--- src/shared/dtb_defs.svh ---
// constants of the debug trigger and breakpoint block
`ifndef DTB_DEFS_SVH
`define DTB_DEFS_SVH
`define DTB_FIFO_DEPTH 8
`define DTB_CNT_W 4
`define DTB_QUEUE_DEPTH 4
`define DTB_QCNT_W 3
// register indices on the register port
`define DTB_IDX_COMP_A 3'h0
`define DTB_IDX_COMP_B 3'h1
`define DTB_IDX_CTRL 3'h2
`define DTB_IDX_TRIG 3'h3
`define DTB_IDX_STAT 3'h4
`define DTB_IDX_FIFO_HI 3'h5
`define DTB_IDX_FIFO_LO 3'h6
// debug_control_reg bits
`define DTB_C_ENABLE 7
`define DTB_C_ARM 6
`define DTB_C_TAG 5
`define DTB_C_BREAK_EN 4
`define DTB_C_DIR_QUAL_A 3
`define DTB_C_DIR_A 2
`define DTB_C_DIR_QUAL_B 1
`define DTB_C_DIR_B 0
// trigger_config_reg bits
`define DTB_T_OPSEL 7
`define DTB_T_BEGIN 6
// bg_status_control bits
`define DTB_S_PERMIT 7
`define DTB_S_ACTIVE 6
`define DTB_S_BKPTEN 5
`define DTB_S_FTS 4
`define DTB_S_CLK_SEL 3
`define DTB_S_WAIT 2
`define DTB_S_WAIT_FAIL 1
`define DTB_S_DATA_FAIL 0
// trigger_mode_field encodings
`define DTB_M_A_ONLY 4'h0
`define DTB_M_A_OR_B 4'h1
`define DTB_M_A_THEN_B 4'h2
`define DTB_M_EV_B 4'h3
`define DTB_M_A_THEN_EV_B 4'h4
`define DTB_M_A_AND_D 4'h5
`define DTB_M_A_NOT_D 4'h6
`define DTB_M_INSIDE 4'h7
`define DTB_M_OUTSIDE 4'h8
`define DTB_RESET_BYTE 8'h00
`define DTB_RESET_WORD 16'h0000
`endif

--- src/shared/dtb_pkg.sv ---
// types of the debug trigger and breakpoint block
`include "dtb_defs.svh"
package dtb_pkg;
  typedef logic [15:0] dtb_word_t;
  typedef logic [7:0] dtb_byte_t;
  typedef logic [2:0] dtb_idx_t;
  typedef logic [`DTB_CNT_W-1:0] dtb_cnt_t;
  typedef enum logic [3:0] {
    DTB_A_ONLY, DTB_A_OR_B, DTB_A_THEN_B, DTB_EV_B, DTB_A_THEN_EV_B,
    DTB_A_AND_D, DTB_A_NOT_D, DTB_INSIDE, DTB_OUTSIDE, DTB_RESERVED
  } dtb_mode_t;
endpackage

--- src/hw/dtb_debug_trigger.sv ---
// debug trigger and breakpoint logic, top level
`include "dtb_defs.svh"
module dtb_debug_trigger (
  input wire logic clk,
  input wire logic sys_rst,
  input wire logic reg_wr,
  input wire logic reg_rd,
  input wire dtb_pkg::dtb_idx_t reg_idx,
  input wire dtb_pkg::dtb_word_t reg_wdata,
  output dtb_pkg::dtb_word_t reg_rdata,
  input wire logic bdc_wr_ctrl,
  input wire logic bdc_wr_bkpt,
  input wire dtb_pkg::dtb_word_t bdc_wdata,
  output dtb_pkg::dtb_byte_t bdc_status,
  output dtb_pkg::dtb_word_t bdc_bkpt,
  input wire logic bdc_access,
  input wire logic cpu_bg_active,
  input wire logic cpu_wait_stop,
  input wire logic cpu_wait_fail,
  input wire logic cpu_data_fail,
  input wire logic cpu_bus_valid,
  input wire dtb_pkg::dtb_word_t cpu_addr,
  input wire dtb_pkg::dtb_byte_t cpu_rdata,
  input wire dtb_pkg::dtb_byte_t cpu_wdata,
  input wire logic cpu_rw,
  input wire logic cpu_fetch,
  input wire logic cpu_exec,
  input wire logic cpu_flush,
  input wire logic cof_valid,
  input wire dtb_pkg::dtb_word_t cof_addr,
  output logic break_tag,
  output logic break_force,
  output logic break_soft_int,
  output logic trigger_pulse,
  output logic run_active_flag,
  output logic comm_clock_select
);
  import dtb_pkg::*;

  dtb_word_t comp_a_reg, comp_b_reg;
  dtb_byte_t debug_control_reg, trigger_config_reg;
  logic comp_a_hit_flag, comp_b_hit_flag;
  logic started_reg;
  logic background_permit, bkpt_en_reg, bkpt_fts_reg;
  dtb_mode_t mode;
  logic debug_module_enable, cpu_break_enable, tag_sel;
  logic dir_qual_enable_a, dir_match_a, dir_qual_enable_b, dir_match_b;
  logic opcode_qualify_select, begin_sel, event_mode, eff_begin;
  logic [3:0] trigger_mode_field;
  logic bus_ok, a_eq, b_eq, dir_ok_a, dir_ok_b, d_eq;
  logic a_m, b_m, a_hit, b_hit, a_q, b_q, in_range;
  dtb_byte_t data_sel;
  logic trig, tag_trig, arm_wr, arm_set, stop_wr, run_end;
  logic fifo_push, fifo_pop, fifo_full;
  dtb_word_t fifo_din, fifo_head;
  dtb_cnt_t fifo_word_count;

  assign debug_module_enable = debug_control_reg[`DTB_C_ENABLE];
  assign tag_sel = debug_control_reg[`DTB_C_TAG];
  assign cpu_break_enable = debug_control_reg[`DTB_C_BREAK_EN];
  assign dir_qual_enable_a = debug_control_reg[`DTB_C_DIR_QUAL_A];
  assign dir_match_a = debug_control_reg[`DTB_C_DIR_A];
  assign dir_qual_enable_b = debug_control_reg[`DTB_C_DIR_QUAL_B];
  assign dir_match_b = debug_control_reg[`DTB_C_DIR_B];
  assign opcode_qualify_select = trigger_config_reg[`DTB_T_OPSEL];
  assign begin_sel = trigger_config_reg[`DTB_T_BEGIN];
  assign trigger_mode_field = trigger_config_reg[3:0];

  // mode decode; unused codes fall to a mode that never fires
  always_comb begin
    case (trigger_mode_field)
      `DTB_M_A_ONLY: mode = DTB_A_ONLY;
      `DTB_M_A_OR_B: mode = DTB_A_OR_B;
      `DTB_M_A_THEN_B: mode = DTB_A_THEN_B;
      `DTB_M_EV_B: mode = DTB_EV_B;
      `DTB_M_A_THEN_EV_B: mode = DTB_A_THEN_EV_B;
      `DTB_M_A_AND_D: mode = DTB_A_AND_D;
      `DTB_M_A_NOT_D: mode = DTB_A_NOT_D;
      `DTB_M_INSIDE: mode = DTB_INSIDE;
      `DTB_M_OUTSIDE: mode = DTB_OUTSIDE;
      default: mode = DTB_RESERVED;
    endcase
  end

  assign event_mode = (mode == DTB_EV_B) || (mode == DTB_A_THEN_EV_B);
  assign eff_begin = begin_sel || event_mode;

  // comparators and qualifiers
  assign bus_ok = cpu_bus_valid && !bdc_access;
  assign a_eq = (cpu_addr == comp_a_reg);
  assign b_eq = (cpu_addr == comp_b_reg);
  assign dir_ok_a = !dir_qual_enable_a || (cpu_rw == dir_match_a);
  assign dir_ok_b = !dir_qual_enable_b || (cpu_rw == dir_match_b);
  // write bus when qualifying A on writes, read bus otherwise
  assign data_sel = (dir_qual_enable_a && !dir_match_a) ?
                    cpu_wdata : cpu_rdata;
  assign d_eq = (data_sel == comp_b_reg[7:0]);
  assign a_m = bus_ok && a_eq && dir_ok_a;
  assign b_m = bus_ok && b_eq && dir_ok_b;
  assign in_range = (cpu_addr >= comp_a_reg) && (cpu_addr <= comp_b_reg);

  dtb_opcode_track u_track_a (
    .clk(clk),
    .sys_rst(sys_rst),
    .fetch(cpu_fetch && !bdc_access),
    .mark(a_eq && dir_ok_a),
    .exec(cpu_exec),
    .flush(cpu_flush),
    .hit(a_hit)
  );

  dtb_opcode_track u_track_b (
    .clk(clk),
    .sys_rst(sys_rst),
    .fetch(cpu_fetch && !bdc_access),
    .mark(b_eq && dir_ok_b),
    .exec(cpu_exec),
    .flush(cpu_flush),
    .hit(b_hit)
  );

  assign a_q = opcode_qualify_select ? a_hit : a_m;
  assign b_q = opcode_qualify_select ? b_hit : b_m;

  always_comb begin
    case (mode)
      DTB_A_ONLY: trig = a_q;
      DTB_A_OR_B: trig = a_q || b_q;
      DTB_A_THEN_B: trig = b_q && comp_a_hit_flag;
      DTB_EV_B: trig = b_q;
      DTB_A_THEN_EV_B: trig = b_q && comp_a_hit_flag;
      DTB_A_AND_D: trig = a_q && d_eq;
      DTB_A_NOT_D: trig = a_q && !d_eq;
      DTB_INSIDE: trig = bus_ok && dir_ok_a && in_range;
      DTB_OUTSIDE: trig = bus_ok && dir_ok_a && !in_range;
      default: trig = 1'b0;
    endcase
  end

  // tag breaks in full modes skip the data compare
  always_comb begin
    case (mode)
      DTB_A_AND_D: tag_trig = a_q;
      DTB_A_NOT_D: tag_trig = a_q;
      default: tag_trig = trig;
    endcase
  end

  // register port writes
  assign arm_wr = reg_wr && (reg_idx == `DTB_IDX_CTRL);
  assign arm_set = arm_wr && reg_wdata[`DTB_C_ARM] &&
                   reg_wdata[`DTB_C_ENABLE];
  assign stop_wr = arm_wr && (!reg_wdata[`DTB_C_ARM] ||
                   !reg_wdata[`DTB_C_ENABLE]);

  always_ff @(posedge clk or posedge sys_rst) begin
    if (sys_rst) begin
      comp_a_reg <= `DTB_RESET_WORD;
      comp_b_reg <= `DTB_RESET_WORD;
      debug_control_reg <= `DTB_RESET_BYTE;
      trigger_config_reg <= `DTB_RESET_BYTE;
    end else if (reg_wr) begin
      case (reg_idx)
        `DTB_IDX_COMP_A: comp_a_reg <= reg_wdata;
        `DTB_IDX_COMP_B: comp_b_reg <= reg_wdata;
        `DTB_IDX_CTRL: debug_control_reg <= reg_wdata[7:0];
        `DTB_IDX_TRIG: trigger_config_reg <= reg_wdata[7:0];
        default: ;
      endcase
    end
  end

  // run state
  assign run_end = eff_begin ? fifo_full : trig;

  always_ff @(posedge clk or posedge sys_rst) begin
    if (sys_rst) begin
      run_active_flag <= 1'b0;
    end else if (arm_set) begin
      run_active_flag <= 1'b1;
    end else if (stop_wr) begin
      run_active_flag <= 1'b0;
    end else if (run_active_flag && run_end) begin
      run_active_flag <= 1'b0;
    end
  end

  // hit flags: a hit while running still sets the flag in a re-arming cycle
  always_ff @(posedge clk or posedge sys_rst) begin
    if (sys_rst) begin
      comp_a_hit_flag <= 1'b0;
      comp_b_hit_flag <= 1'b0;
    end else begin
      if (run_active_flag && a_q) begin
        comp_a_hit_flag <= 1'b1;
      end else if (arm_set) begin
        comp_a_hit_flag <= 1'b0;
      end
      if (run_active_flag && b_q) begin
        comp_b_hit_flag <= 1'b1;
      end else if (arm_set) begin
        comp_b_hit_flag <= 1'b0;
      end
    end
  end

  // begin capture opens at the trigger
  always_ff @(posedge clk or posedge sys_rst) begin
    if (sys_rst) begin
      started_reg <= 1'b0;
    end else if (arm_set) begin
      started_reg <= 1'b0;
    end else if (run_active_flag && trig) begin
      started_reg <= 1'b1;
    end
  end

  // fifo feed: data bytes in event modes, flow addresses otherwise
  always_comb begin
    fifo_push = 1'b0;
    fifo_din = cof_addr;
    if (run_active_flag) begin
      if (event_mode) begin
        fifo_push = trig;
        fifo_din = {8'h00, data_sel};
      end else if (eff_begin) begin
        fifo_push = cof_valid && started_reg;
      end else begin
        fifo_push = cof_valid;
      end
    end
  end

  assign fifo_pop = reg_rd && (reg_idx == `DTB_IDX_FIFO_LO);

  dtb_trace_fifo u_fifo (
    .clk(clk),
    .sys_rst(sys_rst),
    .clear(arm_set),
    .push(fifo_push),
    .circular(!eff_begin),
    .din(fifo_din),
    .pop(fifo_pop),
    .head(fifo_head),
    .count(fifo_word_count),
    .full(fifo_full)
  );

  // breakpoint requests to the cpu
  always_ff @(posedge clk or posedge sys_rst) begin
    if (sys_rst) begin
      break_tag <= 1'b0;
      break_force <= 1'b0;
      break_soft_int <= 1'b0;
      trigger_pulse <= 1'b0;
    end else begin
      trigger_pulse <= run_active_flag && trig;
      break_tag <= run_active_flag && cpu_break_enable && tag_sel &&
                   tag_trig;
      break_force <= run_active_flag && cpu_break_enable && !tag_sel &&
                     trig;
      break_soft_int <= !background_permit;
    end
  end

  // register port read data
  always_ff @(posedge clk or posedge sys_rst) begin
    if (sys_rst) begin
      reg_rdata <= `DTB_RESET_WORD;
    end else if (reg_rd) begin
      case (reg_idx)
        `DTB_IDX_COMP_A: reg_rdata <= comp_a_reg;
        `DTB_IDX_COMP_B: reg_rdata <= comp_b_reg;
        `DTB_IDX_CTRL: reg_rdata <= {8'h00, debug_control_reg};
        `DTB_IDX_TRIG: reg_rdata <= {8'h00, trigger_config_reg};
        `DTB_IDX_STAT: reg_rdata <= {8'h00, comp_a_hit_flag,
                        comp_b_hit_flag, run_active_flag, 1'b0,
                        fifo_word_count};
        `DTB_IDX_FIFO_HI: reg_rdata <= {8'h00, fifo_head[15:8]};
        `DTB_IDX_FIFO_LO: reg_rdata <= {8'h00, fifo_head[7:0]};
        default: reg_rdata <= `DTB_RESET_WORD;
      endcase
    end
  end

  // background controller registers
  always_ff @(posedge clk or posedge sys_rst) begin
    if (sys_rst) begin
      background_permit <= 1'b0;
      bkpt_en_reg <= 1'b0;
      bkpt_fts_reg <= 1'b0;
      comm_clock_select <= 1'b0;
    end else if (bdc_wr_ctrl) begin
      if (!cpu_bg_active) begin
        background_permit <= bdc_wdata[`DTB_S_PERMIT];
      end
      bkpt_en_reg <= bdc_wdata[`DTB_S_BKPTEN];
      bkpt_fts_reg <= bdc_wdata[`DTB_S_FTS];
      comm_clock_select <= bdc_wdata[`DTB_S_CLK_SEL];
    end
  end

  // status bits 6 and 2:0 follow the cpu, bits 7 and 5:3 the write command
  always_ff @(posedge clk or posedge sys_rst) begin
    if (sys_rst) begin
      bdc_status <= `DTB_RESET_BYTE;
    end else begin
      bdc_status <= {background_permit, cpu_bg_active, bkpt_en_reg,
                     bkpt_fts_reg, comm_clock_select, cpu_wait_stop,
                     cpu_wait_fail, cpu_data_fail};
    end
  end

  always_ff @(posedge clk or posedge sys_rst) begin
    if (sys_rst) begin
      bdc_bkpt <= `DTB_RESET_WORD;
    end else if (bdc_wr_bkpt) begin
      bdc_bkpt <= bdc_wdata;
    end
  end
endmodule // dtb_debug_trigger

--- src/hw/dtb_opcode_track.sv ---
// opcode tracker: follows a marked fetch through the instruction queue
`include "dtb_defs.svh"
module dtb_opcode_track (
  input wire logic clk,
  input wire logic sys_rst,
  input wire logic fetch,
  input wire logic mark,
  input wire logic exec,
  input wire logic flush,
  output logic hit
);
  import dtb_pkg::*;
  logic [`DTB_QUEUE_DEPTH-1:0] q_reg, q_next, q_pop;
  logic [`DTB_QCNT_W-1:0] n_reg, n_next, n_pop;
  logic pop;

  assign pop = exec && (n_reg != '0);

  always_comb begin
    q_pop = pop ? (q_reg >> 1) : q_reg;
    n_pop = pop ? n_reg - 3'h1 : n_reg;
    q_next = q_pop;
    n_next = n_pop;
    if (flush) begin
      q_next = '0;
      n_next = '0;
    end else if (fetch && n_pop < 3'(`DTB_QUEUE_DEPTH)) begin
      q_next[n_pop[1:0]] = mark;
      n_next = n_pop + 3'h1;
    end
  end

  // discarded opcodes vanish with the flush and never hit
  always_ff @(posedge clk or posedge sys_rst) begin
    if (sys_rst) begin
      q_reg <= '0;
      n_reg <= '0;
      hit <= 1'b0;
    end else begin
      q_reg <= q_next;
      n_reg <= n_next;
      hit <= pop && q_reg[0] && !flush;
    end
  end
endmodule // dtb_opcode_track

--- src/hw/dtb_trace_fifo.sv ---
// eight word trace fifo with optional circular overwrite
`include "dtb_defs.svh"
module dtb_trace_fifo (
  input wire logic clk,
  input wire logic sys_rst,
  input wire logic clear,
  input wire logic push,
  input wire logic circular,
  input wire dtb_pkg::dtb_word_t din,
  input wire logic pop,
  output dtb_pkg::dtb_word_t head,
  output dtb_pkg::dtb_cnt_t count,
  output logic full
);
  import dtb_pkg::*;
  dtb_word_t mem [`DTB_FIFO_DEPTH];
  logic [2:0] wp_reg, rp_reg;
  logic do_push, do_pop, drop;

  assign full = (count == 4'(`DTB_FIFO_DEPTH));
  assign head = mem[rp_reg];
  assign do_pop = pop && (count != '0);
  // circular store drops the oldest word when full
  assign drop = push && full && circular;
  assign do_push = push && (!full || circular);

  always_ff @(posedge clk) begin
    if (do_push) begin
      mem[wp_reg] <= din;
    end
  end

  always_ff @(posedge clk or posedge sys_rst) begin
    if (sys_rst) begin
      wp_reg <= '0;
      rp_reg <= '0;
      count <= '0;
    end else if (clear) begin
      wp_reg <= '0;
      rp_reg <= '0;
      count <= '0;
    end else begin
      if (do_push) begin
        wp_reg <= wp_reg + 3'h1;
      end
      if (do_pop || drop) begin
        rp_reg <= rp_reg + 3'h1;
      end
      if (do_push && !drop && !do_pop) begin
        count <= count + 4'h1;
      end else if (do_pop && !do_push) begin
        count <= count - 4'h1;
      end
    end
  end
endmodule // dtb_trace_fifo

--- config.mk ---
export PLATFORM = sky130hd
export DESIGN_NAME = dtb_debug_trigger
export DESIGN_NICKNAME = d
export VERILOG_FILES = /design/src/shared/dtb_pkg.sv /design/src/hw/dtb_debug_trigger.sv /design/src/hw/dtb_opcode_track.sv /design/src/hw/dtb_trace_fifo.sv
export VERILOG_INCLUDE_DIRS = /design/src /design/src/shared
export SDC_FILE = /design/constraint.sdc
export NUM_CORES = 1
export LEC_CHECK = 0
export BUFFER_PORTS_ARGS = -buffer_cell sky130_fd_sc_hd__buf_2
export CELL_PAD_IN_SITES_DETAIL_PLACEMENT = 1
export CELL_PAD_IN_SITES_GLOBAL_PLACEMENT = 2
export CORE_AREA = 2 2 176 178
export DETAILED_ROUTE_END_ITERATION = 10
export DIE_AREA = 0 0 178 180
export PLACE_DENSITY_LB_ADDON = 0.1
export SLEW_MARGIN = 20
export SYNTH_ARGS = -nofsm -noshare
export SYNTH_HDL_FRONTEND = slang
export SYNTH_SLANG_ARGS = --single-unit
--- constraint.sdc ---
create_clock -name clk -period 4.9 [get_ports clk]
set_clock_uncertainty 0.05 [all_clocks]
set_input_delay 0.245 -clock clk [delete_from_list [all_inputs] [get_ports clk]]
set_output_delay 0.245 -clock clk [all_outputs]
set_load 0.01 [all_outputs]
# Yosys cells after proc, flatten, opt, wreduce, memory -nomap -nowiden
# Memories as Yosys holds them, arrays and structs flattened.
# Cells that the tools add are included.
# classes
mux	47
eq_ne	20
magnitude_cmp	8
n_addsub	8
bitwise	1
reduce_logical	91
# op_table
operator	count
$pmux 16 s7	1
$logic_and 1x1->1	48
$mux 4	9
$eq 16x16->1	2
$mux 16	2
$mux 3	10
$mux 1	19
$eq 4x3->1 const B	4
$ge 16x16->1	1
$le 16x16->1	1
$logic_not 1->1	16
$add 3x1->3 const B	4
$reduce_bool 3->1	4
$reduce_and 2->1	5
$reduce_bool 2->1	5
$eq 3x3->1 const B	3
$bwmux 4	2
$eq 4x2->1 const B	2
$eq 4x4->1 const B	2
$eq 8x8->1	1
$logic_or 1x1->1	8
$mux 8	1
$pmux 1 s8	1
$eq 3x2->1 const B	2
other kinds (15)	22
# word_totals
ram_bits	128
out_inout_bits	46
input_bits	100
reg_bits	126
mem_count	2
rom_bits	64
word_cells	205
# memory_table
memory	words	width	read_ports	rd_clocked_by_memory_dff	wr	line	text
u_fifo.mem	8	16	1	0	1	dtb_trace_fifo.sv:16	dtb_word_t mem [`DTB_FIFO_DEPTH];
(no name shown)	16	4	1	0	0	dtb_debug_trigger.sv:71	case (trigger_mode_field)

# Depth between registers and ports, before layout
# logic_depth
depth_word	16
mapped_depth	16
mapped_depth_nobuf	16

# Modules after synthesis
# Synthesis repeated with hierarchy kept, for this count alone.
# unflattened
cells_unflattened	936
area_unflattened_um2	12151.7
# modules_own_cells
mod	seq_area_each_um2	n_inst	cells_each	area_per_inst_um2
dtb_debug_trigger	2502.4	1	561	5575.3
dtb_trace_fifo	4093.9	1	261	5512.8
dtb_opcode_track	200.2	2	57	531.8

# Worst setup path before layout
# Ideal clock, no wire load.
# synth_timing
path_kind	register to register
start	reg comp_b_reg[10]
end	mem u_fifo.mem[0][0] in the netlist's numbering, enable pin
setup_ps	409
stages_incl_launch_ff	12
arrival_ps	3255
n_path_buf	0
required_time_ps	4441
period_less_slack_ps	3714
slack_ps	1186
cell_sequence	dfrtp_1 -> inv_1 -> ha_1 -> nand4_1 -> nor4_1 -> nand2_1 -> o21ai_0 -> a21oi_1 -> nand3_2 -> a21oi_4 -> or2_2 -> nor3_1
# synth_between
elab_chain_len	11
elab_cells_between_ends	17
# synth_rtl
item	line	text
start: declaration	dtb_debug_trigger.sv:40	dtb_word_t comp_a_reg, comp_b_reg;
start signal: assignment	dtb_debug_trigger.sv:159	comp_b_reg <= `DTB_RESET_WORD;
start signal: assignment	dtb_debug_trigger.sv:165	`DTB_IDX_COMP_B: comp_b_reg <= reg_wdata;
branches (longest 5 deep; another with $le 16x16->1)	-	
$pmux 1 s8 *	dtb_debug_trigger.sv:126	case (mode)
$mux 1 *	dtb_debug_trigger.sv:223	if (event_mode) begin
$mux 1 *	dtb_debug_trigger.sv:222	if (run_active_flag) begin
$logic_and 1x1->1 *	dtb_trace_fifo.sv:25	assign do_push = push && (!full || circular);
$mux 1 *	dtb_trace_fifo.sv:28	if (do_push) begin
$mux 1 (not written as such) *	dtb_trace_fifo.sv:29	mem[wp_reg] <= din;
end: declaration	dtb_trace_fifo.sv:16	
# Every way passes the cells marked *.

# Worst setup path in the final report
# layout_timing
start	reg comp_b_reg[10]
end	reg u_fifo.count[3]
# layout_between
elab_chain_len	15
elab_cells_between_ends	25
# layout_rtl
item	line	text
branches (longest 5 deep; another with $le 16x16->1)	-	
$pmux 1 s8 *	dtb_debug_trigger.sv:126	
$mux 1 *	dtb_debug_trigger.sv:223	
$mux 1 *	dtb_debug_trigger.sv:222	
$logic_and 1x1->1 (2 in series)	dtb_trace_fifo.sv:24	assign drop = push && full && circular;
$logic_not 1->1	dtb_trace_fifo.sv:49	if (do_push && !drop && !do_pop) begin
$logic_and 1x1->1 (2 in series)	dtb_trace_fifo.sv:49	
$mux 4	dtb_trace_fifo.sv:49	
$mux 4	dtb_trace_fifo.sv:38	end else if (clear) begin
end signal: assignment	dtb_trace_fifo.sv:50	count <= count + 4'h1;
end signal: assignment	dtb_trace_fifo.sv:52	count <= count - 4'h1;
end: declaration	dtb_trace_fifo.sv:12	output dtb_pkg::dtb_cnt_t count,
# Marked as above.
# A chain may end at the register's enable or synchronous reset.

==> impl_metrics.ini <==
[place]
place_hpwl_mm = 23.1
portBuffers = 145
placed_cells = 1438
place_congestion = 0.776

[yosys]
synth_edf_count = 128
syn_inst = 921
synth_warnings = 0
avgSynthCellArea_sq_um = 12.9
ys.flop_type = edfxtp_1
synth_top_area_share = 0.322
synth_area_sq_um = 11900
ys_ff_latch = 254
ys_types = 62
synth.largest_area_cell = edfxtp_1
async_reset_ff_frac = 0.496
yosysSeqAreaShare = 0.587
synthesis.nets = 1070
synth.area.top_cells = edfxtp_1, dfrtp_1, mux4_2

[outcome]
status = complete, no violations

[cells_and_area]
final_cell_mix = buf_2, edfxtp_1, dfrtp_1
regMostFlops = u_fifo.mem
final_net_count = 1262
area_growth_pct = 21.5
largest_reg_flops = 128
final_common_cell = buf_2
layout-drive-gt1-share = 0.263
final_cells = 1533

[timing]
min_period_over_period = 0.784
setup_viol_count_final = 0
rsz0062_at_grt = no
slew_headroom = 0.403
slew_violations = 0
fmax_mhz = 260
tightest_slew_ns = 0.896
hold-worst-slack_ns = 0.0434
hold_viol = 0
fin_tns_setup_ns = 0
period_needed_ns = 3.84

[critical_path]
crit_type = register to register
arrival_ns = 4.28
path_max_fanout = 9
critPathLaunchType = register
required_ns = 5.34
worst_setup_path_end_kind = register
rrSetupSlack_ns = 1.06

[clock_tree]
clockBufferDepth = 3
clk_pin_slew_ns = 0.06
clock_sinks = 254
clk_latency_ns = 0.57
cts_buffers = 29
cts_tree = done
cts_setup_buffers = 0
cts_root_buffer = clkbuf_16
htreeDepth = 1

[floorplan]
die-area_sq_um = 32000
io_pins = 146
dieWidth_microns = 178
fp-row-count = 64
core_area_sq_um = 30200
start_util = 0.395
die_y_microns = 180

[pwr]
p_per_area_nw_per_um2 = 457
cellLeakagePower_uw = 0.00600
max-vdd-ir-drop_v = 0.000255

[routing]
viasPerCell = 5.25
firstDrtPassIters = 5
vias = 8053
wl_met3_mm = 1.80
drt_wl_total_mm = 33.0
top_layer = met5
wire_per_inst_microns = 21.5
wl_met2_mm = 15.1
drc = 0
drtAntennaViolNets = 0
m1WireLength_mm = 15.5
drtIter0Drc = 484

[global_routing]
grt_usage = 0.209
grt_pass1_vias = 8792
grt_max_degree = 94
antenna_found_initial = 3
overflow = 0
grt_pass1_wl_mm = 51.0

[run]
max-cap-violations = 0

[min_path]
hp-class = input port to register
cell usage after synthesis, types with 2 or more instances:
cell	instances
a311oi_1	4
a221oi_1	7
a211oi_1	5
nand2_1	87
nand3_1	7
and2_1	16
nor4_1	3
buf_1	6
edfxtp_1	128
xnor2_1	11
o21ai_1	2
nor3b_1	5
nand4_1	9
o21ai_0	54
xor2_1	8
o31ai_1	2
mux4_2	36
a21oi_1	29
buf_2	6
mux2i_1	45
o22ai_1	24
nand3b_1	3
inv_1	69
clkbuf_1	27
nor2b_1	6
nor2_1	50
nor3_1	10
ha_1	48
a31oi_1	2
dfrtp_1	126
a22oi_1	4
o221ai_1	2
mux2_2	42
nand2b_1	9
or2_2	2
final timing paths:
kind / endpoint / from / cells past startpoint
max: u_fifo.count[3] / comp_b_reg[10] / 16
min: u_track_b.n_reg[2] / cpu_fetch / 4
max reg2reg: u_fifo.count[3] / comp_b_reg[10] / 16
min reg2reg: bdc_status[7] / background_permit / 0
max in group asynchronous: reg_rdata[2] / sys_rst / 4
min in group asynchronous: bdc_bkpt[11] / sys_rst / 3
through the flow:
step	util	total power [uW]	cell area, sq um	setup slack [ns]
6_report	0.480	6620	14500	1.06
5_1_grt	0.480	7000	14500	0.718
4_1_cts	0.480	6720	14500	1.04
3_5_place_dp	0.435	4480	13100	1.07
3_3_place_gp	0.435	4450	13100	1.16
2_1_floorplan	-	3920	11900	1.19
metal layers:
layer,vias up,track usage
li1,3752,-
met1,4068,0.304
met2,189,0.326
met3,40,0.0370
met4,4,0.0502
met5,-,0
area by class of cell:
class                      count  area [sq um]
antenna                        1          2.50
clock buffer                  36           752
clock inverter                18           205
fill                        3165         15700
inverter                      70           268
multi-input combinational    557          4520
sequential                   254          7000
tap                          396           495
timing repair buffer         201          1250
repair_timing:
action | 4_1_cts | 5_1_grt
endpoints found under the setup margin | 0 | 0
gates resized for setup | 0 | 0
hold endpoints to repair | 164 | 0
hold buffers | 40 | 0
worst max-delay path, cell delays in order, from the launching register on:
cell	delay [ns]
dfrtp_1	0.34
inv_1	0.05
ha_1	0.33
nand4_1	0.16
nor4_1	0.58
nand2_1	0.28
o21ai_0	0.32
a21oi_1	0.15
nand3_2	0.12
a21oi_4	0.10
nand2b_1	0.22
ha_1	0.29
a21o_1	0.17
a21oi_1	0.18
nor2_1	0.06
mux2i_1	0.16
mux2i_1	0.20
power breakdown:
part	internal (uW)	switching (uW)	leakage [uW]	total, uW
registers	2470	319	0.00272	2790
clock network	1300	886	0.000468	2190
logic	791	850	0.00281	1640
cells by family (layout without fill, tap and decap cells):
family | count (synthesis) | count (layout) | share of synthesized area
muxes | 125 | 125 | 0.149
xor gates and xnor gates | 19 | 19 | 0.0140
buffers and inverters | 110 | 325 | 0.0362
other | 0 | 1 | 0
AOI/OAI and AO/OA | 148 | 148 | 0.0767
DFF | 254 | 254 | 0.587
adders and majority gates | 49 | 49 | 0.0520
and+or+nand+nor | 216 | 216 | 0.0857
(Power assumes the default switching activity.)
